### config.mk
export PLATFORM = sky130hd
export DESIGN_NAME = udc_ctrl
export DESIGN_NICKNAME = d
export VERILOG_FILES = /design/src/rtl/udc_pkg.sv /design/src/rtl/udc_ctrl.sv
export VERILOG_INCLUDE_DIRS = /design/src /design/src/rtl
export SDC_FILE = /design/constraint.sdc
export NUM_CORES = 1
export LEC_CHECK = 0
export BUFFER_PORTS_ARGS = -buffer_cell sky130_fd_sc_hd__buf_4
export CAP_MARGIN = 10
export CELL_PAD_IN_SITES_DETAIL_PLACEMENT = 0
export CELL_PAD_IN_SITES_GLOBAL_PLACEMENT = 1
export CORE_ASPECT_RATIO = 0.9
export CORE_UTILIZATION = 35
export DETAILED_ROUTE_END_ITERATION = 10
export PLACE_DENSITY = 0.69
export SKIP_LAST_GASP = 1
export SLEW_MARGIN = 10
export SYNTH_ARGS = -nofsm -noshare
export SYNTH_HDL_FRONTEND = slang
export SYNTH_SLANG_ARGS = --single-unit
### constraint.sdc
create_clock -name pclk -period 3.3 [get_ports pclk]
set_input_delay 0.99 -clock pclk [delete_from_list [all_inputs] [get_ports pclk]]
set_output_delay 0.99 -clock pclk [all_outputs]
set_load 0.02 [all_outputs]
### src/rtl/udc_consts.svh
// constants for the up/down counter control block
// assumes pclk at 250 MHz
`ifndef UDC_CONSTS_SVH
`define UDC_CONSTS_SVH
`define UDC_ADDR_CTRL 12'h000
`define UDC_ADDR_STATUS 12'h004
`define UDC_ADDR_COUNT 12'h008
`define UDC_ADDR_LATCH 12'h00C
`define UDC_ADDR_CMP 12'h010
`define UDC_ADDR_PRESET 12'h014
`define UDC_CTRL_RESET 16'h0000
`define UDC_SCAN_DIV 16'h00F9
`define UDC_DIGITS 2'h3
`endif

### src/rtl/udc_pkg.sv
// types shared by the up/down counter control block
// assumes the constants header is included by the user
package udc_pkg;
  typedef enum logic [1:0] {udc_lvl_low, udc_lvl_high, udc_lvl_open} udc_lvl_type;
  typedef enum {udc_run, udc_load} udc_state_type;
  typedef struct packed {
    logic [3:0] digit;
    logic [3:0] bcd_out;
    logic bcd_oe_n;
    logic [6:0] seg;
    logic seg_oe_n;
  } udc_disp_type;
endpackage : udc_pkg

### src/rtl/udc_ctrl.sv
// control decode and load sequencing for a four decade bcd up/down counter
// assumes each 3-level pin is sensed as two comparator bits (hi, lo), asynchronous
//
// The APB register port and the register offsets were decided locally.
`timescale 1ns/1ps
`include "udc_consts.svh"
module udc_ctrl (
  // clock, reset
  input wire logic pclk,
  input wire logic presetn,
  // apb
  input wire logic psel,
  input wire logic penable,
  input wire logic pwrite,
  input wire logic [11:0] paddr,
  input wire logic [31:0] pwdata,
  output logic [31:0] prdata,
  output logic pready,
  output logic pslverr,
  // pins, asynchronous
  input wire logic counter_preset_hi,
  input wire logic counter_preset_lo,
  input wire logic compare_preset_hi,
  input wire logic compare_preset_lo,
  input wire logic display_control_hi,
  input wire logic display_control_lo,
  input wire logic store_pin,
  input wire logic up_pin,
  input wire logic count_pin,
  input wire logic ext_scan,
  input wire logic [3:0] bcd_in,
  // display side
  output udc_pkg::udc_disp_type disp
);
  function automatic udc_pkg::udc_lvl_type lvl(input logic hi, input logic lo);
    if (hi) lvl = udc_pkg::udc_lvl_high;
    else if (lo) lvl = udc_pkg::udc_lvl_low;
    else lvl = udc_pkg::udc_lvl_open;
  endfunction : lvl

  // two flop synchronisers on every pin input
  logic [13:0] s1_reg, s2_reg;
  wire [13:0] raw = {counter_preset_hi, counter_preset_lo, compare_preset_hi, compare_preset_lo,
    display_control_hi, display_control_lo, store_pin, up_pin, count_pin, ext_scan, bcd_in};
  always_ff @(posedge pclk or negedge presetn) begin
    if (!presetn) begin
      s1_reg <= 14'h0000;
      s2_reg <= 14'h0000;
    end else begin
      s1_reg <= raw;
      s2_reg <= s1_reg;
    end
  end
  // decode only from the second stage
  udc_pkg::udc_lvl_type lc, lr, dc;
  assign lc = lvl(s2_reg[13], s2_reg[12]);
  assign lr = lvl(s2_reg[11], s2_reg[10]);
  assign dc = lvl(s2_reg[9], s2_reg[8]);
  wire store_s = s2_reg[7];
  wire up_s = s2_reg[6];
  wire cnt_s = s2_reg[5];
  wire scan_s = s2_reg[4];
  wire [3:0] bcd_s = s2_reg[3:0];
  wire lc_hi = (lc == udc_pkg::udc_lvl_high);
  wire lr_hi = (lr == udc_pkg::udc_lvl_high);
  wire lr_lo = (lr == udc_pkg::udc_lvl_low);
  wire lc_lo = (lc == udc_pkg::udc_lvl_low);

  // registers; ctrl bit0 is a software reset level (counter clear while set)
  logic [15:0] ctrl_reg, count_reg, count_next, latch_reg, cmp_reg, cmp_next;
  logic [15:0] div_reg;
  logic [1:0] dig_reg;
  logic cnt_d_reg, load_c_reg, load_r_reg;
  udc_pkg::udc_state_type state_reg;

  // scan tick: internal divider, or external scan falling edge outside loading
  logic scan_d_reg;
  wire int_tick = (div_reg == `UDC_SCAN_DIV);
  wire ext_tick = scan_d_reg & ~scan_s;
  wire loading = (state_reg == udc_pkg::udc_load);
  wire tick = loading ? int_tick : ext_tick;
  wire last_dig = (dig_reg == `UDC_DIGITS);
  wire rise = cnt_s & ~cnt_d_reg;

  // one decade up or down, returns digit and carry in bit 4
  function automatic logic [4:0] dec_step(input logic [3:0] d, input logic up);
    if (up) dec_step = (d == 4'h9) ? 5'h10 : {1'b0, d + 4'h1};
    else dec_step = (d == 4'h0) ? 5'h19 : {1'b0, d - 4'h1};
  endfunction : dec_step

  logic [4:0] carry;
  assign carry[0] = 1'b1;
  genvar g;
  generate
    for (g = 0; g < 4; g = g + 1) begin : gen_dec
      wire [4:0] st = dec_step(count_reg[4*g+3:4*g], up_s);
      always_comb begin
        count_next[4*g+3:4*g] = carry[g] ? st[3:0] : count_reg[4*g+3:4*g];
      end
      assign carry[g+1] = carry[g] & st[4];
    end
  endgenerate

  // apb decode
  wire wr = psel & penable & pwrite;
  wire hit_ctrl = (paddr == `UDC_ADDR_CTRL);
  wire hit_stat = (paddr == `UDC_ADDR_STATUS);
  wire hit_cnt = (paddr == `UDC_ADDR_COUNT);
  wire hit_lat = (paddr == `UDC_ADDR_LATCH);
  wire hit_cmp = (paddr == `UDC_ADDR_CMP);
  wire hit_pre = (paddr == `UDC_ADDR_PRESET);
  wire mapped = hit_ctrl | hit_stat | hit_cnt | hit_lat | hit_cmp | hit_pre;
  assign pready = 1'b1;
  assign pslverr = psel & penable & ~mapped;
  wire [31:0] status = {23'h000000, dig_reg, loading, dc, lr, lc};
  always_comb begin
    if (hit_ctrl) prdata = {16'h0000, ctrl_reg};
    else if (hit_stat) prdata = status;
    else if (hit_cnt) prdata = {16'h0000, count_reg};
    else if (hit_lat) prdata = {16'h0000, latch_reg};
    else if (hit_cmp) prdata = {16'h0000, cmp_reg};
    else prdata = 32'h00000000;
  end

  // software reset acts like the reset pin: counter held at zero
  wire sw_clr = ctrl_reg[0];
  wire [3:0] load_digit = sw_clr ? 4'h0 : bcd_s;
  wire dig_wr = loading & tick;
  logic [15:0] ins;
  always_comb begin
    ins = count_reg;
    ins[4*(3-dig_reg)+:4] = load_digit;
  end
  logic [15:0] rins;
  always_comb begin
    rins = cmp_reg;
    rins[4*(3-dig_reg)+:4] = load_digit;
  end
  assign cmp_next = (dig_wr & load_r_reg) ? rins : cmp_reg;

  always_ff @(posedge pclk or negedge presetn) begin
    if (!presetn) begin
      count_reg <= 16'h0000;
    end else if (sw_clr) begin
      count_reg <= 16'h0000;
    end else if (dig_wr & load_c_reg) begin
      count_reg <= ins;
    end else if (!(loading & load_c_reg) && rise) begin
      count_reg <= count_next;
    end
  end

  always_ff @(posedge pclk or negedge presetn) begin
    if (!presetn) begin
      ctrl_reg <= `UDC_CTRL_RESET;
      latch_reg <= 16'h0000;
      cmp_reg <= 16'h0000;
      cnt_d_reg <= 1'b0;
      scan_d_reg <= 1'b0;
    end else begin
      if (wr & hit_ctrl) ctrl_reg <= pwdata[15:0];
      if (!store_s) latch_reg <= count_reg;
      cmp_reg <= cmp_next;
      cnt_d_reg <= cnt_s;
      scan_d_reg <= scan_s;
    end
  end

  // load sequencer and multiplex digit counter
  always_ff @(posedge pclk or negedge presetn) begin
    if (!presetn) begin
      state_reg <= udc_pkg::udc_run;
      dig_reg <= 2'h0;
      div_reg <= 16'h0000;
      load_c_reg <= 1'b0;
      load_r_reg <= 1'b0;
    end else begin
      div_reg <= (int_tick | lr_lo) ? 16'h0000 : div_reg + 16'h0001;
      case (state_reg)
        udc_pkg::udc_run: begin
          if (lc_hi | lr_hi) begin
            state_reg <= udc_pkg::udc_load;
            dig_reg <= 2'h0;
            div_reg <= 16'h0000;
            load_c_reg <= lc_hi;
            load_r_reg <= lr_hi;
          end else if (lr_lo) begin
            dig_reg <= 2'h0;
          end else if (tick) begin
            dig_reg <= dig_reg + 2'h1;
          end
        end
        udc_pkg::udc_load: begin
          if (tick) begin
            dig_reg <= dig_reg + 2'h1;
            if (last_dig) begin
              load_c_reg <= lc_hi;
              load_r_reg <= lr_hi;
              if (!(lc_hi | lr_hi)) state_reg <= udc_pkg::udc_run;
            end
          end
        end
        default: state_reg <= udc_pkg::udc_run;
      endcase
    end
  end

  // display: leading zero blanking, segment decode
  wire [3:0] cur = latch_reg[4*(3-dig_reg)+:4];
  logic [3:0] hi_nz;
  assign hi_nz[3] = 1'b0;
  generate
    for (g = 0; g < 3; g = g + 1) begin : gen_lz
      assign hi_nz[g] = hi_nz[g+1] | (latch_reg[4*(g+1)+:4] != 4'h0);
    end
  endgenerate
  wire is_lsd = (dig_reg == `UDC_DIGITS);
  wire blank = (cur == 4'h0) & ~hi_nz[3-dig_reg] & ~is_lsd & (dc != udc_pkg::udc_lvl_low);
  logic [6:0] seg;
  always_comb begin
    case (cur)
      4'h0: seg = 7'h3F;
      4'h1: seg = 7'h06;
      4'h2: seg = 7'h5B;
      4'h3: seg = 7'h4F;
      4'h4: seg = 7'h66;
      4'h5: seg = 7'h6D;
      4'h6: seg = 7'h7D;
      4'h7: seg = 7'h07;
      4'h8: seg = 7'h7F;
      4'h9: seg = 7'h6F;
      default: seg = 7'h03; // a and b lit so any unblanked digit is detectable
    endcase
  end
  wire disp_off = lr_lo;
  wire port_drive = (lc == udc_pkg::udc_lvl_open) & (lr == udc_pkg::udc_lvl_open) & ~loading;

  always_ff @(posedge pclk or negedge presetn) begin
    if (!presetn) begin
      disp <= '{digit: 4'h0, bcd_out: 4'h0, bcd_oe_n: 1'b1, seg: 7'h00, seg_oe_n: 1'b1};
    end else begin
      disp.digit <= (disp_off | (~loading & scan_s)) ? 4'h0 : (4'h8 >> dig_reg);
      disp.bcd_out <= cur;
      disp.bcd_oe_n <= ~port_drive | lc_lo | disp_off;
      disp.seg <= blank ? 7'h00 : seg;
      disp.seg_oe_n <= disp_off | (dc == udc_pkg::udc_lvl_high);
    end
  end
endmodule : udc_ctrl

==> flow_metrics.py <==
metrics = {
    "status": {
        "outcome": "finished, violations left",
        "violated_checks": "setup timing",
    },
    "yosys": {
        "synthDominantCellAreaShare_pct": 46.1,
        "largest_family_of_logic_cells_by_synthesized_area": "simple AND/OR/NAND/NOR gates",
        "synth-xor-area-share_pct": 1.99,
        "syn_area_mm2": 0.00705,
        "synth_compound_area_share_pct": 14.8,
        "synthCells": 733,
        "netlist_top_cells_count": "sky130_fd_sc_hd__dfrtp_1 (130), sky130_fd_sc_hd__nand2_1 (102), sky130_fd_sc_hd__nor2_1 (61), sky130_fd_sc_hd__o21ai_0 (61), sky130_fd_sc_hd__a21oi_1 (50)",
        "area_fraction_in_and_or_nand_and_nor_cells_after_synthesis_pct": 18.2,
        "synth.mux.area_fraction_pct": 8.09,
        "synth-seq-cells": 132,
        "synth_ff_type": "sky130_fd_sc_hd__dfrtp_1",
        "yosys_warnings": 0,
        "cell_type_with_the_highest_aggregate_area_in_the_netlist": "sky130_fd_sc_hd__dfrtp_1",
        "synth.avg_cell_area_um2": 9.62,
        "most_area_consuming_cells_after_synthesis": "sky130_fd_sc_hd__dfrtp_1 (46%), sky130_fd_sc_hd__nand2_1 (5.4%), sky130_fd_sc_hd__ha_1 (4.6%)",
        "postSynth.asyncResetShare_pct": 100,
        "seq_area_frac_synth_pct": 46.9,
        "yosys.cell_count.top_type": "sky130_fd_sc_hd__dfrtp_1",
        "synth_fa_ha_area_share_pct": 4.61,
        "library_cells_used_by_synthesis": 62,
        "count_of_flip_flops_with_a_built_in_enable_after_synthesis": 0,
    },
    "timing": {
        "layout_min_cycle_time_ps": 3500,
        "fin_ws_ps": -200,
        "maxClockFrequency_ghz": 0.286,
        "worst_pin_slew_ps": 965,
        "grt_setup_unrepaired": "true",
        "report.final.setup_viol": 16,
        "finalHoldViolCount": 0,
        "relSlewSlack_pct": 35.3,
        "share_of_the_clock_period_used_by_the_worst_path_after_layout_pct": 106,
        "slew_violations": 0,
        "clock_skew_ps": 10.6,
    },
    "route": {
        "routed_wl_um": 19200,
        "drt_first_iter_violations": 504,
        "route.detailed.drc": 0,
        "detailroute.via_count": 5759,
        "drtPass1Iterations": 5,
        "postRouteAntennaNets": 0,
        "routed_wire_length_per_instance_um": 17.7,
        "route.detailed.vias_per_inst": 5.30,
    },
    "floorplan": {
        "design.die.area_mm2": 0.0207,
        "design.portCount": 114,
        "floorplan.die.height_um": 137,
        "std_cell_rows": 48,
        "die_width_um": 152,
        "initial_utilization_pct": 36.2,
        "floorplan.core_area_mm2": 0.0195,
    },
    "setup_path": {
        "criticalPathCategory": "in -> out",
        "critPathRequiredTime_ps": 2310,
        "cp_max_fo": 8,
        "end_kind": "primary output",
        "critical_path.startpoint_type": "primary input",
        "worst_ep_arrival_time_ps": 2510,
    },
    "power_and_ir_drop": {
        "power_report.internal_total_mw": 3.51,
        "total_switching_power_mw": 1.64,
        "power_frac_comb_pct": 22.0,
        "pwrdens_mw_per_mm2": 581,
        "power.static_leakage_nw": 3.98,
        "irDropWorstVdd_uv": 341,
        "clkPwrFrac_pct": 37.8,
        "sw_frac_of_total_pct": 31.8,
        "power.share.sequential_pct": 40.2,
    },
    "final_layout": {
        "largest_register": "disp",
        "largest_register_ffs": 17,
        "finalInstanceArea_mm2": 0.00886,
        "fillerInstances": 1840,
        "nNetsFinal": 914,
        "antenna_cells_inserted": 0,
        "drive_above_1_share_pct": 26.5,
        "area_delta_synth_final_pct": 25.6,
    },
    "global_route": {
        "combined_global_route_utilization_of_all_metal_layers_pct": 19.1,
        "wire_length_of_the_first_global_routing_pass_um": 29800,
        "antenna_violations_before_repair": 0,
        "grt_remaining_overflow": 0,
        "first_global_vias": 5518,
        "grt_start_max_net_pins": 59,
    },
    "clock_tree": {
        "h-tree-depth": 4,
        "root_buffer": "sky130_fd_sc_hd__clkbuf_16",
        "cts_tree": "done",
        "clkLatencyLatePin_ps": 420,
        "cts_buffers": 17,
        "clk_path_buf_depth": 2,
        "cts_hold_repair.buffers": 0,
        "numClockSinks": 132,
        "post_cts.repair.setup_buffers": 0,
        "worst_setup_hold_path_clk_slew_ps": 60,
    },
    "placed_design": {
        "post_detailed_placement_half_perimeter_wirelength_um": 13800,
        "pre_cts_setup_slack_ps": -382,
        "gp_congestion": 0.821,
        "io_buffer_count": 80,
        "dpl-instance-area_mm2": 0.00804,
    },
    "hold_path": {
        "min-delay-path-class": "reg -> reg",
    },
    "job": {
        "cap_viol_max_count": 0,
    },
}
metal layers:
metal / global-route usage [%] / share of wire (%) / vias up
li1: - / - / 2735
met1: 27.2 / 48 / 2806
met2: 28.8 / 44 / 190
met3: 3.67 / 5.9 / 28
met4: 6.82 / 1.9 / 0
met5: 0 / 0 / -
cells by family (layout without fill, tap and decap cells):
group / after synthesis / count (layout)
adder cells (fa/ha/maj): 26 / 26
XOR/XNOR: 16 / 16
AO/OA/AOI/OAI: 173 / 173
multiplexers: 43 / 43
other: 2 / 17
flip-flops: 132 / 132
AND/OR/NAND/NOR: 266 / 267
buffers and inverters: 75 / 163
final cells by class:
class	instances	area, µm²	area share, %
inverter	24	90.1	1.02
tap	250	313	3.53
sequential	132	3310	37.3
clock buffer	17	425	4.80
multi-input combinational	542	3660	41.3
clock inverter	14	178	2.01
timing repair buffer	108	891	10.1
power groups by stage:
stage | Combinational, mW | Clock [mW] | Sequential, mW
final | 1.13 | 1.94 | 2.07
after global routing | 1.26 | 2.06 | 2.09
after CTS | 1.13 | 1.98 | 2.06
after detailed placement | 1.11 | 0 | 2.09
after global placement | 1.08 | 0 | 2.08
after floorplan | 0.804 | 0 | 2.01
placed cells by master, fill, tap and decap left out, drive strengths merged, types with 11 or more instances in the layout:
master and count:
a21oi 50, buf 108, clkbuf 17, conb 17, dfrtp 130, ha 26, inv 27, mux2 25
mux2i 12, nand2 102, nand3 12, nor2 64, nor2b 11, nor3 16, o21ai 62, xor2 13
worst max-delay path, cell delays in order:
cell	delay [ps]
sky130_fd_sc_hd__buf_6	100
sky130_fd_sc_hd__nor4_4	260
sky130_fd_sc_hd__nand3_2	130
sky130_fd_sc_hd__or3_4	490
sky130_fd_sc_hd__nor2_8	200
sky130_fd_sc_hd__a221o_1	210
sky130_fd_sc_hd__buf_6	130
stage by stage:
stage	utilization [%]	TNS, ps	std cells	power, mW	hold WS, ps
after floorplan	-	-355	748	2.81	331
after detailed placement	41.3	-4830	1053	3.20	335
final	45.5	-2700	1087	5.15	342
after global placement	41.3	-5040	1053	3.15	334
after global routing	45.5	-3770	1087	5.41	354
after CTS	45.3	-2910	1086	5.17	345
timing repair:
action,in CTS,in global routing
setup endpoints to repair,16,16
pin swaps,21,6
cloned,2,0
gates resized for setup,36,10
path summary, 6_finish.rpt:
path | cells after the start | from | to | slack, ps
setup / recovery | 7 | paddr[7] | prdata[13] | -200
hold / removal | 0 | s1_reg[8] | s2_reg[8] | 340
setup reg to reg | 7 | count_reg[0] | count_reg[11] | 520
hold reg to reg | 0 | s1_reg[8] | s2_reg[8] | 340
max in group asynchronous | 2 | presetn | latch_reg[1] | 2030
min in group asynchronous | 1 | presetn | s2_reg[9] | 530
(Power assumes the default switching activity.)
